### src/hw/pcsd_pkg.sv
// constants for the port chip-select decoder
// assumes an 8-bit special-register bus from the local cpu core
package pcsd_pkg;

    // ****************************************
    // sizes
    // ****************************************
    localparam int PORT_W = 8;
    localparam int NPIN = 4;
    localparam int ADDR_W = 16;

    // ****************************************
    // register addresses
    // ****************************************
    localparam logic [7:0] ADDR_EXT_IRQ_CONTROL = 8'hC0;
    localparam logic [7:0] ADDR_CFG_LOW_PINS = 8'hC2;
    localparam logic [7:0] ADDR_CFG_HIGH_PINS = 8'hC3;
    localparam logic [7:0] ADDR_PORT_DATA = 8'hD8;
    localparam logic [7:0] ADDR_POLARITY = 8'hAE;
    localparam logic [7:0] ADDR_BASE_LOW [NPIN] = '{8'h84, 8'h94, 8'hAC, 8'hB4};
    localparam logic [7:0] ADDR_BASE_HIGH [NPIN] = '{8'h85, 8'h95, 8'hAD, 8'hB5};

    // ****************************************
    // ext_irq_control bit positions
    // ****************************************
    localparam int IRQ_A_EDGE_BIT = 0;
    localparam int IRQ_A_PEND_BIT = 1;
    localparam int IRQ_A_EN_BIT = 2;
    localparam int IRQ_A_PRIO_BIT = 3;
    localparam int IRQ_B_EDGE_BIT = 4;
    localparam int IRQ_B_PEND_BIT = 5;
    localparam int IRQ_B_EN_BIT = 6;
    localparam int IRQ_B_PRIO_BIT = 7;

    // ****************************************
    // pin roles and field layout
    // ****************************************
    localparam int PIN_IRQ_A = 2;
    localparam int PIN_IRQ_B = 3;
    localparam int POL_LSB = 4;
    localparam int FUNC_MSB = 3;
    localparam int FUNC_LSB = 2;
    localparam int CMP_MSB = 1;
    localparam int CMP_LSB = 0;

    // ****************************************
    // field encodings
    // ****************************************
    localparam logic [1:0] FUNC_IO = 2'h0;
    localparam logic [1:0] FUNC_RD = 2'h1;
    localparam logic [1:0] FUNC_WR = 2'h2;
    localparam logic [1:0] FUNC_RW = 2'h3;
    localparam logic [1:0] CMP_FULL = 2'h0;
    localparam logic [1:0] CMP_A15_A1 = 2'h1;
    localparam logic [1:0] CMP_A15_A2 = 2'h2;
    localparam logic [1:0] CMP_A15_A8 = 2'h3;
    localparam logic [15:0] MASK_FULL = 16'hFFFF;
    localparam logic [15:0] MASK_A15_A1 = 16'hFFFE;
    localparam logic [15:0] MASK_A15_A2 = 16'hFFFC;
    localparam logic [15:0] MASK_A15_A8 = 16'hFF00;

    // ****************************************
    // reset values
    // ****************************************
    localparam logic [7:0] RST_PORT_DATA = 8'hFF;
    localparam logic [7:0] RST_ZERO = 8'h00;
    localparam logic [3:0] RST_POL = 4'h0;

endpackage

### src/hw/pcsd_port.sv
// port with chip-select strobes and two extra external interrupts
// assumes cpu core on CORE_CLK drives the register bus and the
// external data bus flags; pins are asynchronous
// Contract
// - eight-bit port, per-pin setup, low four pins have four modes
// - function 00 gives plain quasi-bidirectional pin behaviour
// - function 01 gives read strobe on matching external reads
// - function 10 gives write strobe on matching external writes
// - function 11 strobes on matching read or write
// - each strobe pin has its own sixteen-bit base address
// - compare 00 matches all sixteen address bits
// - compare 01 ignores address bit 0
// - compare 10 ignores address bits 1 and 0
// - compare 11 compares only bits 15 to 8
// - high config register holds pin 3 then pin 2 fields
// - low config register holds pin 1 then pin 0 fields
// - pins 2 and 3 feed extra interrupts in plain mode
// - edge bit 1 detects falling edge, 0 detects low level
// - edge mode pending set by hardware, cleared on service
// - request only while enable bit set; enables at bits 2, 6
// - priority bits 7 and 3 select high priority level
// - irq control at C0, bit-addressable, edge bits at 0 and 4
// - polarity bits 7..4 make strobes active high when set
// - plain mode drives zero port data bits low and releases pins whose data bit is one
// - high base register gives bits 15-8, low gives 7-0
`timescale 1ns/1ps
module pcsd_port
    import pcsd_pkg::*;
(
    input wire logic CORE_CLK,
    input wire logic RST,
    input wire logic [7:0] SFR_ADDR,
    input wire logic [7:0] SFR_WDATA,
    input wire logic SFR_WR,
    input wire logic SFR_RD,
    output logic [7:0] SFR_RDATA,
    input wire logic [7:0] SFR_BIT_ADDR,
    input wire logic SFR_BIT_VAL,
    input wire logic SFR_BIT_WR,
    input wire logic [15:0] XADDR,
    input wire logic XRD_N,
    input wire logic XWR_N,
    input wire logic [7:0] PORT_IN,
    output logic [7:0] PORT_OUT,
    output logic [7:0] PORT_OE_N,
    input wire logic IRQ_A_ACK,
    input wire logic IRQ_B_ACK,
    output logic IRQ_A_REQ,
    output logic IRQ_B_REQ,
    output logic IRQ_A_HIGH_PRIO,
    output logic IRQ_B_HIGH_PRIO
);

    logic [7:0] port_data_r;
    logic [7:0] cfg_low_r;
    logic [7:0] cfg_high_r;
    logic [3:0] pol_r;
    logic [7:0] base_lo_r [NPIN];
    logic [7:0] base_hi_r [NPIN];
    logic [7:0] irq_ctl_r;
    logic pend_a_r;
    logic pend_b_r;
    logic pend_a_nxt;
    logic pend_b_nxt;
    logic [7:0] in_meta_r;
    logic [7:0] in_sync_r;
    logic [7:0] in_prev_r;
    logic [7:0] irq_view;
    logic [7:0] irq_wval;
    logic irq_whit;
    logic [3:0] cfg_nib [NPIN];
    logic [NPIN-1:0] strobe_act;
    logic [NPIN-1:0] strobe_lvl;
    logic [7:0] rdata_nxt;
    logic mode_io_a;
    logic mode_io_b;
    logic fall_a;
    logic fall_b;

    // ****************************************
    // register bus helpers
    // ****************************************

    // byte write or single-bit write hitting register a
    function automatic logic hit_wr(input logic [7:0] a);
        return (SFR_WR && SFR_ADDR == a) || (SFR_BIT_WR && SFR_BIT_ADDR[7:3] == a[7:3]);
    endfunction

    // new value after a byte or bit write
    function automatic logic [7:0] merge_wr(input logic [7:0] old, input logic [7:0] a);
        logic [7:0] v;
        v = old;
        if (SFR_WR && SFR_ADDR == a)
        begin
            v = SFR_WDATA;
        end
        else if (SFR_BIT_WR && SFR_BIT_ADDR[7:3] == a[7:3])
        begin
            v[SFR_BIT_ADDR[2:0]] = SFR_BIT_VAL;
        end
        return v;
    endfunction

    // ****************************************
    // pin input synchroniser
    // ****************************************
    always_ff @(posedge CORE_CLK)
    begin
        if (RST)
        begin
            in_meta_r <= 8'hFF;
            in_sync_r <= 8'hFF;
            in_prev_r <= 8'hFF;
        end
        else
        begin
            in_meta_r <= PORT_IN;
            in_sync_r <= in_meta_r;
            in_prev_r <= in_sync_r;
        end
    end

    // ****************************************
    // configuration registers
    // ****************************************

    // port data latch, bit-addressable
    always_ff @(posedge CORE_CLK)
    begin
        if (RST)
            port_data_r <= RST_PORT_DATA;
        else
            port_data_r <= merge_wr(port_data_r, ADDR_PORT_DATA);
    end

    // mode and compare fields, polarity
    always_ff @(posedge CORE_CLK)
    begin
        if (RST)
        begin
            cfg_low_r <= RST_ZERO;
            cfg_high_r <= RST_ZERO;
            pol_r <= RST_POL;
        end
        else
        begin
            if (SFR_WR && SFR_ADDR == ADDR_CFG_LOW_PINS)
                cfg_low_r <= SFR_WDATA;
            if (SFR_WR && SFR_ADDR == ADDR_CFG_HIGH_PINS)
                cfg_high_r <= SFR_WDATA;
            if (SFR_WR && SFR_ADDR == ADDR_POLARITY)
                pol_r <= SFR_WDATA[7:POL_LSB];
        end
    end

    // base address pairs, one per strobe pin
    always_ff @(posedge CORE_CLK)
    begin
        for (int i = 0; i < NPIN; i++)
        begin
            if (RST)
            begin
                base_lo_r[i] <= RST_ZERO;
                base_hi_r[i] <= RST_ZERO;
            end
            else
            begin
                if (SFR_WR && SFR_ADDR == ADDR_BASE_LOW[i])
                    base_lo_r[i] <= SFR_WDATA;
                if (SFR_WR && SFR_ADDR == ADDR_BASE_HIGH[i])
                    base_hi_r[i] <= SFR_WDATA;
            end
        end
    end

    // ****************************************
    // strobe units
    // ****************************************

    // pin 0,1 from low register, pin 2,3 from high register
    assign cfg_nib[0] = cfg_low_r[3:0];
    assign cfg_nib[1] = cfg_low_r[7:4];
    assign cfg_nib[2] = cfg_high_r[3:0];
    assign cfg_nib[3] = cfg_high_r[7:4];

    generate
        for (genvar g = 0; g < NPIN; g++)
        begin : g_pin
            pcsd_strobe_unit u_strobe (
                .clk(CORE_CLK),
                .rst(RST),
                .func(cfg_nib[g][FUNC_MSB:FUNC_LSB]),
                .cmpw(cfg_nib[g][CMP_MSB:CMP_LSB]),
                .base({base_hi_r[g], base_lo_r[g]}),
                .pol(pol_r[g]),
                .addr(XADDR),
                .rd_act(~XRD_N),
                .wr_act(~XWR_N),
                .active(strobe_act[g]),
                .level(strobe_lvl[g])
            );
        end
    endgenerate

    // ****************************************
    // pin drivers
    // ****************************************

    // strobe pins driven both ways, plain pins quasi-bidirectional
    always_comb
    begin
        PORT_OUT = port_data_r;
        PORT_OE_N = port_data_r;
        for (int i = 0; i < NPIN; i++)
        begin
            if (cfg_nib[i][FUNC_MSB:FUNC_LSB] != FUNC_IO)
            begin
                PORT_OUT[i] = strobe_lvl[i];
                PORT_OE_N[i] = 1'b0;
            end
        end
    end

    // ****************************************
    // extra external interrupts
    // ****************************************
    assign mode_io_a = cfg_nib[PIN_IRQ_A][FUNC_MSB:FUNC_LSB] == FUNC_IO;
    assign mode_io_b = cfg_nib[PIN_IRQ_B][FUNC_MSB:FUNC_LSB] == FUNC_IO;
    assign fall_a = mode_io_a & irq_ctl_r[IRQ_A_EN_BIT] & in_prev_r[PIN_IRQ_A] & ~in_sync_r[PIN_IRQ_A];
    assign fall_b = mode_io_b & irq_ctl_r[IRQ_B_EN_BIT] & in_prev_r[PIN_IRQ_B] & ~in_sync_r[PIN_IRQ_B];

    // control view with live pending flags, then write merge
    always_comb
    begin
        irq_view = irq_ctl_r;
        irq_view[IRQ_A_PEND_BIT] = pend_a_r;
        irq_view[IRQ_B_PEND_BIT] = pend_b_r;
        irq_wval = merge_wr(irq_view, ADDR_EXT_IRQ_CONTROL);
        irq_whit = hit_wr(ADDR_EXT_IRQ_CONTROL); // in a process so bus strobes are seen
    end

    // control bits other than pending
    always_ff @(posedge CORE_CLK)
    begin
        if (RST)
            irq_ctl_r <= RST_ZERO;
        else if (irq_whit)
            irq_ctl_r <= irq_wval;
    end

    // pending: edge latched, level followed; detection beats clear
    always_comb
    begin
        pend_a_nxt = pend_a_r;
        if (irq_whit)
            pend_a_nxt = irq_wval[IRQ_A_PEND_BIT];
        if (IRQ_A_ACK)
            pend_a_nxt = 1'b0;
        if (fall_a)
            pend_a_nxt = 1'b1;
        if (!irq_ctl_r[IRQ_A_EDGE_BIT])
            pend_a_nxt = mode_io_a & irq_ctl_r[IRQ_A_EN_BIT] & ~in_sync_r[PIN_IRQ_A];
    end

    always_comb
    begin
        pend_b_nxt = pend_b_r;
        if (irq_whit)
            pend_b_nxt = irq_wval[IRQ_B_PEND_BIT];
        if (IRQ_B_ACK)
            pend_b_nxt = 1'b0;
        if (fall_b)
            pend_b_nxt = 1'b1;
        if (!irq_ctl_r[IRQ_B_EDGE_BIT])
            pend_b_nxt = mode_io_b & irq_ctl_r[IRQ_B_EN_BIT] & ~in_sync_r[PIN_IRQ_B];
    end

    always_ff @(posedge CORE_CLK)
    begin
        if (RST)
        begin
            pend_a_r <= 1'b0;
            pend_b_r <= 1'b0;
        end
        else
        begin
            pend_a_r <= pend_a_nxt;
            pend_b_r <= pend_b_nxt;
        end
    end

    // requests and priority levels to the interrupt controller
    assign IRQ_A_REQ = pend_a_r & irq_ctl_r[IRQ_A_EN_BIT];
    assign IRQ_B_REQ = pend_b_r & irq_ctl_r[IRQ_B_EN_BIT];
    assign IRQ_A_HIGH_PRIO = irq_ctl_r[IRQ_A_PRIO_BIT];
    assign IRQ_B_HIGH_PRIO = irq_ctl_r[IRQ_B_PRIO_BIT];

    // ****************************************
    // register read back
    // ****************************************
    always_comb
    begin
        rdata_nxt = RST_ZERO;
        case (SFR_ADDR)
            ADDR_EXT_IRQ_CONTROL: rdata_nxt = irq_view;
            ADDR_CFG_LOW_PINS: rdata_nxt = cfg_low_r;
            ADDR_CFG_HIGH_PINS: rdata_nxt = cfg_high_r;
            ADDR_PORT_DATA: rdata_nxt = in_sync_r;
            ADDR_POLARITY: rdata_nxt = {pol_r, 4'h0};
            default: rdata_nxt = RST_ZERO;
        endcase
        for (int i = 0; i < NPIN; i++)
        begin
            if (SFR_ADDR == ADDR_BASE_LOW[i])
                rdata_nxt = base_lo_r[i];
            if (SFR_ADDR == ADDR_BASE_HIGH[i])
                rdata_nxt = base_hi_r[i];
        end
    end

    // read data held until the next read
    always_ff @(posedge CORE_CLK)
    begin
        if (RST)
            SFR_RDATA <= RST_ZERO;
        else if (SFR_RD)
            SFR_RDATA <= rdata_nxt;
    end
endmodule // pcsd_port

### src/hw/pcsd_strobe_unit.sv
// one strobe-capable pin: address compare and strobe generation
// assumes rd/wr activity flags from the same clock domain
`timescale 1ns/1ps
module pcsd_strobe_unit
    import pcsd_pkg::*;
(
    input wire logic clk,
    input wire logic rst,
    input wire logic [1:0] func,
    input wire logic [1:0] cmpw,
    input wire logic [15:0] base,
    input wire logic pol,
    input wire logic [15:0] addr,
    input wire logic rd_act,
    input wire logic wr_act,
    output logic active,
    output logic level
);

    logic [15:0] mask;
    logic match;

    // ****************************************
    // compare width select
    // ****************************************
    always_comb
    begin
        case (cmpw)
            CMP_FULL: mask = MASK_FULL;
            CMP_A15_A1: mask = MASK_A15_A1;
            CMP_A15_A2: mask = MASK_A15_A2;
            CMP_A15_A8: mask = MASK_A15_A8;
            default: mask = MASK_FULL;
        endcase
    end

    assign match = ((addr ^ base) & mask) == 16'h0000;

    // ****************************************
    // strobe qualification by mode
    // ****************************************
    always_comb
    begin
        case (func)
            FUNC_RD: active = match & rd_act;
            FUNC_WR: active = match & wr_act;
            FUNC_RW: active = match & (rd_act | wr_act);
            default: active = 1'b0;
        endcase
    end

    // polarity applied at the pin
    assign level = pol ? active : ~active;
endmodule // pcsd_strobe_unit

### config.mk
export PLATFORM = sky130hd
export DESIGN_NAME = pcsd_port
export DESIGN_NICKNAME = d
export VERILOG_FILES = /design/src/hw/pcsd_pkg.sv /design/src/hw/pcsd_port.sv /design/src/hw/pcsd_strobe_unit.sv
export SDC_FILE = /design/constraint.sdc
export NUM_CORES = 1
export LEC_CHECK = 0
export BUFFER_PORTS_ARGS = -buffer_cell sky130_fd_sc_hd__buf_2
export CORE_ASPECT_RATIO = 0.7
export CORE_UTILIZATION = 59
export CTS_CLUSTER_DIAMETER = 80
export DETAILED_ROUTE_END_ITERATION = 10
export PLACE_DENSITY = 0.81
export SLEW_MARGIN = 30
export SYNTH_ARGS = -nofsm -noshare
export SYNTH_HDL_FRONTEND = slang
export SYNTH_SLANG_ARGS = --single-unit
### constraint.sdc
create_clock -name CORE_CLK -period 2.8 [get_ports CORE_CLK]
set_clock_uncertainty 0.1 [all_clocks]
set_input_delay 0.56 -clock CORE_CLK [delete_from_list [all_inputs] [get_ports CORE_CLK]]
set_output_delay 0.56 -clock CORE_CLK [all_outputs]
set_load 0.02 [all_outputs]
# Word level (Yosys, flattened, before mapping)

Memories as Yosys holds them, arrays and structs flattened.
Cells that the tools add are included.

Register bits after elaboration: 64
Memories: 2
Bits of input ports: 58
Output and inout port bits: 28
Bits in writable memories: 64
Logic and storage cells: 220

Memory list:

| name      | depth | bits a word | rd ports | clocked after Yosys merged registers in | wr ports | line            | source |
|---|---|---|---|---|---|---|---|
| base_hi_r | 4     | 8           | 4        | 0                                       | 4        | pcsd_port.sv:59 | `logic [7:0] base_hi_r [NPIN];` |
| base_lo_r | 4     | 8           | 4        | 0                                       | 4        | pcsd_port.sv:58 | `logic [7:0] base_lo_r [NPIN];` |

Order comparisons: 2
Equal/unequal tests: 43
Bitwise gates (word level): 47
Reduce and logical (&&, ||, !) cells: 36
Mux-type cells: 79

Operators with widths:

| operator           | number |
|---|---|
| $pmux 16 s4        | 4 |
| $mux 8             | 20 |
| $eq 8x8->1 const B | 13 |
| $and 16x16->16     | 4 |
| $logic_not 16->1   | 4 |
| $xor 16x16->16     | 4 |
| $mux 1             | 47 |
| $pmux 8 s5         | 1 |
| $eq 2x2->1 const B | 16 |
| $and 1x1->1        | 22 |
| $bwmux 8           | 2 |
| $eq 2x1->1 const B | 8 |
| $logic_and 1x1->1  | 16 |
| $logic_not 2->1    | 6 |
| $ne 6x3->1 const B | 2 |
| $pmux 1 s3         | 4 |
| $reduce_bool 2->1  | 6 |
| $eq 5x5->1 const B | 2 |
| $or 1x1->1         | 9 |
| $ne 4x2->1 const B | 2 |
| $not 1->1          | 8 |
| $reduce_and 2->1   | 3 |
| $lt 3x4->1 const B | 1 |
| $demux 1 s3        | 1 |
| other kinds (2)    | 2 |

# Logic depth before layout (Yosys ltp)

Depth in word-level cells: 11
Gate-level depth with buffers: 9
Depth with buffers taken out: 6

# Cells and area by module

From an unflattened synthesis, not the netlist that was laid out.

Cells, all modules: 722
Area total of the unflattened synthesis: 7006.7 sq um

Modules (own cells, without submodules):

| module           | seq. area each (sq um) | cells each | area an instance (sq um) | instances |
|---|---|---|---|---|
| pcsd_port        | 3163.0                 | 618        | 6165.9                   | 1 |
| pcsd_strobe_unit | 0.0                    | 26         | 210.2                    | 4 |

# Worst setup path before layout

Ideal clock, no wire load.

Path kind: input to output
Start: in XADDR[5]
End: out PORT_OUT[1]
Data required time: 2.140 ns
Slack: 0.355 ns
Buffers on the path: 0
Cell stages on the path: 6
Arrival: 1.785 ns
Cell sequence: xor2_1 nor4_1 a31oi_1 nor3_1 xor2_1 o21bai_1

Cells in the longest elaborated chain, start to end: 8
Elaborated cells between the ends (all ways): 10
Those cells by class: 3 x mux; 6 x bitwise; 1 x reduce/logical

Ends and longest elaborated chain:

| element                               | line                                                                   | source |
|---|---|---|
| start: declaration                    | pcsd_port.sv:40                                                        | `input wire logic [15:0] XADDR,` |
| $xor 16x16->16 (*)                    | pcsd_strobe_unit.sv:37                                                 | `assign match = ((addr ^ base) & mask) == 16'h0000;` |
| $and 16x16->16 (*)                    | pcsd_strobe_unit.sv:37                                                 |  |
| $logic_not 16->1 (*)                  | pcsd_strobe_unit.sv:37                                                 |  |
| $and 1x1->1, on equally long branches | pcsd_strobe_unit.sv:47, pcsd_strobe_unit.sv:45, pcsd_strobe_unit.sv:46 |  |
| $pmux 1 s3 (*)                        | pcsd_strobe_unit.sv:44                                                 | `case (func)` |
| $not 1->1                             | pcsd_strobe_unit.sv:53                                                 | `assign level = pol ? active : ~active;` |
| $mux 1 (*)                            | pcsd_strobe_unit.sv:53                                                 |  |
| $mux 1 (*)                            | pcsd_port.sv:216                                                       | `if (cfg_nib[i][FUNC_MSB:FUNC_LSB] != FUNC_IO)` |
| end: declaration                      | pcsd_port.sv:44                                                        | `output logic [7:0] PORT_OUT,` |

Mark *: on every way between the ends. The rest lies on a longest branch, timed or not.

==> impl_metrics.json <==
{
  "status": "finished with violations",
  "violations": "negative setup slack",
  "p_leak_nw": 3.41,
  "gp_congestion": 1.02,
  "final_common_cell": "buf_4",
  "synth_top_area_share_pct": 27.2,
  "antenna_found_initial": 0,
  "r2r_start": "base_hi_r[0][5]$_SDFFCE_PN0P_",
  "ctsHoldBuffers": 0,
  "total_power_w": 0.00476,
  "via_per_inst": 6.31,
  "finalNetCount": 935,
  "grt_max_degree": 56,
  "wl_met1_um": 10600,
  "synth_flop_cell": "edfxtp_1",
  "synth_top_family_by_area": "simple AND/OR/NAND/NOR gates",
  "grt_overflow": 0,
  "powerDensity_nw_per_um2": 542,
  "seqPwrFrac_pct": 43.3,
  "cts_tree": "built",
  "syn_area_um2": 7060,
  "clockRootBuffer": "clkbuf_16",
  "synthArstFlopShare_pct": 0,
  "synth_xor_area_share_pct": 8.43,
  "grt_pass1_vias": 6192,
  "peakVddDrop_v": 0.000596,
  "hp-class": "in -> reg",
  "p_sw_share_pct": 27.5,
  "grt_usage_pct": 41.4,
  "drc_errors": 0,
  "comb_power_share_pct": 10.4,
  "critical_path_peak_fanout": 2,
  "syn_area_per_cell_um2": 9.58,
  "max_freq_mhz": 335,
  "top_layer": "met4",
  "synth_fa_ha_area_share_pct": 0,
  "wl_met3_um": 3440,
  "yosysSeqAreaShare_pct": 44.8,
  "reg2reg_depth": 7,
  "clock_latency_ps": 420,
  "cts_inserted_buffers": 17,
  "placed_area_um2": 7960,
  "setup_viol": 4,
  "layout-drive-gt1-share_pct": 29.2,
  "grt_pass1_wl_um": 36900,
  "ff2ff_setup_slack_ps": 770,
  "layout_common_cells": "buf_4, buf_2, and2_1",
  "core-area_um2": 11700,
  "nFillCells": 824,
  "required_ps": 2140,
  "synth_nets": 795,
  "endpoint_kind": "output pin",
  "syn2layout_area_growth_pct": 24.4,
  "fin_crit_ps": 2990,
  "timing.critical_path.to": "PORT_OUT[3]",
  "rows": 33,
  "synth_edf_count": 64,
  "clock-sinks": 126,
  "synth_compound_area_share_pct": 14.9,
  "first_pass_iters": 6,
  "arrival_ps": 2330,
  "finalWorstSetupSlack_ps": -185,
  "ys_ff_latch": 126,
  "yosys.area_share.simple_pct": 24.4,
  "p_clk_share_pct": 46.4,
  "p_int_w": 0.00345,
  "synthDistinctLibCells": 64,
  "fin_hold_ws_ps": 221,
  "maxCapViolCount": 0,
  "p_sw_w": 0.00131,
  "ios": 86,
  "drt-total-wl_um": 24900,
  "r2r_end": "SFR_RDATA[5]$_SDFFE_PP0P_",
  "ant_nets": 0,
  "period_share_pct": 107,
  "die_y_um": 93.5,
  "drtIter0Drc": 880,
  "crit_start": "base_lo_r[3][4]$_SDFFCE_PN0P_",
  "ys_warn_count": 0,
  "place_hpwl_um": 18300,
  "critPathKind": "reg -> out",
  "dieArea_um2": 12400,
  "yosysTopAreaCell": "edfxtp_1",
  "slew_viol_final": 0,
  "portBuffers": 85,
  "tns_ps": -580,
  "clk_pin_slew_ps": 60,
  "slew_headroom_pct": 54.3,
  "synth_area_leaders": "edfxtp_1, dfxtp_1, xor2_1, and2_1, nand2_1",
  "via_count": 6602,
  "wl_met2_um": 10100,
  "diodes": 0,
  "final_area_um2": 8790,
  "worstMarginPinSlew_ps": 681,
  "clock_path_buffers": 2,
  "initial_core_util_pct": 60.4,
  "syn_inst": 737,
  "hold_viol": 0,
  "rsz0062_at_grt": "true",
  "htreeDepth": 4,
  "synth_mux_area_share_pct": 3.67,
  "die_w_um": 133,
  "cp-start-kind": "register",
  "routedWlPerCell_um": 23.8
}
final cells by class:
type                            instances  area (um2)  share of cell area [%]
Clock buffer                           18         429                    4.88
Multi-Input combinational cell        552        3730                    42.5
Sequential cell                       126        3160                    36.0
Tap cell                              157         196                    2.24
Inverter                               11        41.3                   0.470
Clock inverter                         14         150                    1.71
Timing Repair Buffer                  169        1080                    12.2
through the flow:
| step | cells | utilization, % | setup WS, ps |
|---|---|---|---|
| after detailed placement | 997 | 68.1 | -140 |
| after global placement | 997 | 68.1 | -157 |
| after CTS | 1042 | 74.7 | -152 |
| final | 1047 | 75.2 | -185 |
| after global routing | 1047 | 75.2 | -239 |
| after floorplan | 737 | - | 355 |
how the worst min path moves through the flow:
stage | startpoint | endpoint | slack [ps] | cells after the start
2_1_floorplan | in_meta_r[0]$_SDFF_PP1_ | in_sync_r[0]$_SDFF_PP1_ | 290 | 1
3_3_place_gp | in_meta_r[2]$_SDFF_PP1_ | in_sync_r[2]$_SDFF_PP1_ | 290 | 1
3_5_place_dp | in_meta_r[7]$_SDFF_PP1_ | in_sync_r[7]$_SDFF_PP1_ | 300 | 1
4_1_cts | PORT_IN[1] | in_meta_r[1]$_SDFF_PP1_ | 210 | 2
5_1_grt | PORT_IN[0] | in_meta_r[0]$_SDFF_PP1_ | 210 | 2
6_report | PORT_IN[1] | in_meta_r[1]$_SDFF_PP1_ | 220 | 2
state kept, by name (all words and copies together), names as in the netlist:
register and count:
base_hi_r 32, base_lo_r 32, SFR_RDATA 8, cfg_high_r 8, cfg_low_r 8, in_meta_r 8, in_sync_r 8, port_data_r 8
irq_ctl_r 6, pol_r 4, in_prev_r 2, pend_a_r 1, pend_b_r 1
metal layers:
layer,GRT usage (%),vias up
li1,-,2914
met1,60.3,3117
met2,58.7,514
met3,11.9,57
met4,13.4,0
met5,0,-
worst max-delay path, stage by stage, from the launching register on:
cell      delay [ps]
edfxtp_1         420
xor2_1           190
nor4_1           280
buf_4            200
a31oi_4          110
nor3_2           170
buf_4            140
xor2_1           140
o21bai_1          80
buf_4            170
power by group through the flow:
stage / combinational, W / sequential [W] / clock [W]
2_1_floorplan: 0.000229 / 0.00207 / 0
3_3_place_gp: 0.000419 / 0.00210 / 0
3_5_place_dp: 0.000429 / 0.00210 / 0
4_1_cts: 0.000464 / 0.00206 / 0.00220
5_1_grt: 0.000518 / 0.00206 / 0.00228
6_report: 0.000494 / 0.00206 / 0.00221
what timing repair did:
| action | in CTS | in global routing |
|---|---|---|
| buffers inserted | 15 | 5 |
| endpoints found under the setup margin | 4 | 4 |
| pin swaps | 16 | 7 |
| cloned | 0 | 0 |
| resized for setup | 16 | 4 |
cell usage after synthesis, types with 7 or more instances:
master,instances
o21ai_0,16
nor2b_1,7
mux2i_1,18
mux2_2,7
o22ai_1,13
nor4_1,15
a22oi_1,11
inv_1,11
nor3_1,12
and2_1,72
dfxtp_1,62
edfxtp_1,64
nand3_1,12
buf_4,12
nor2_1,57
clkbuf_1,29
xor2_1,64
or2_2,18
a211oi_1,8
nand2b_1,13
a21oi_1,35
nand2_1,70
a211o_1,11
a31oi_1,10
cells by family (layout without fill, tap and decap cells):
| group | Yosys count | after routing |
|---|---|---|
| and+or+nand+nor | 308 | 308 |
| muxes | 25 | 25 |
| xor gates and xnor gates | 68 | 68 |
| AOI/OAI and AO/OA | 151 | 151 |
| DFF | 126 | 126 |
| buffers and inverters | 59 | 212 |
Note: power is estimated with default switching activity, not from simulation.
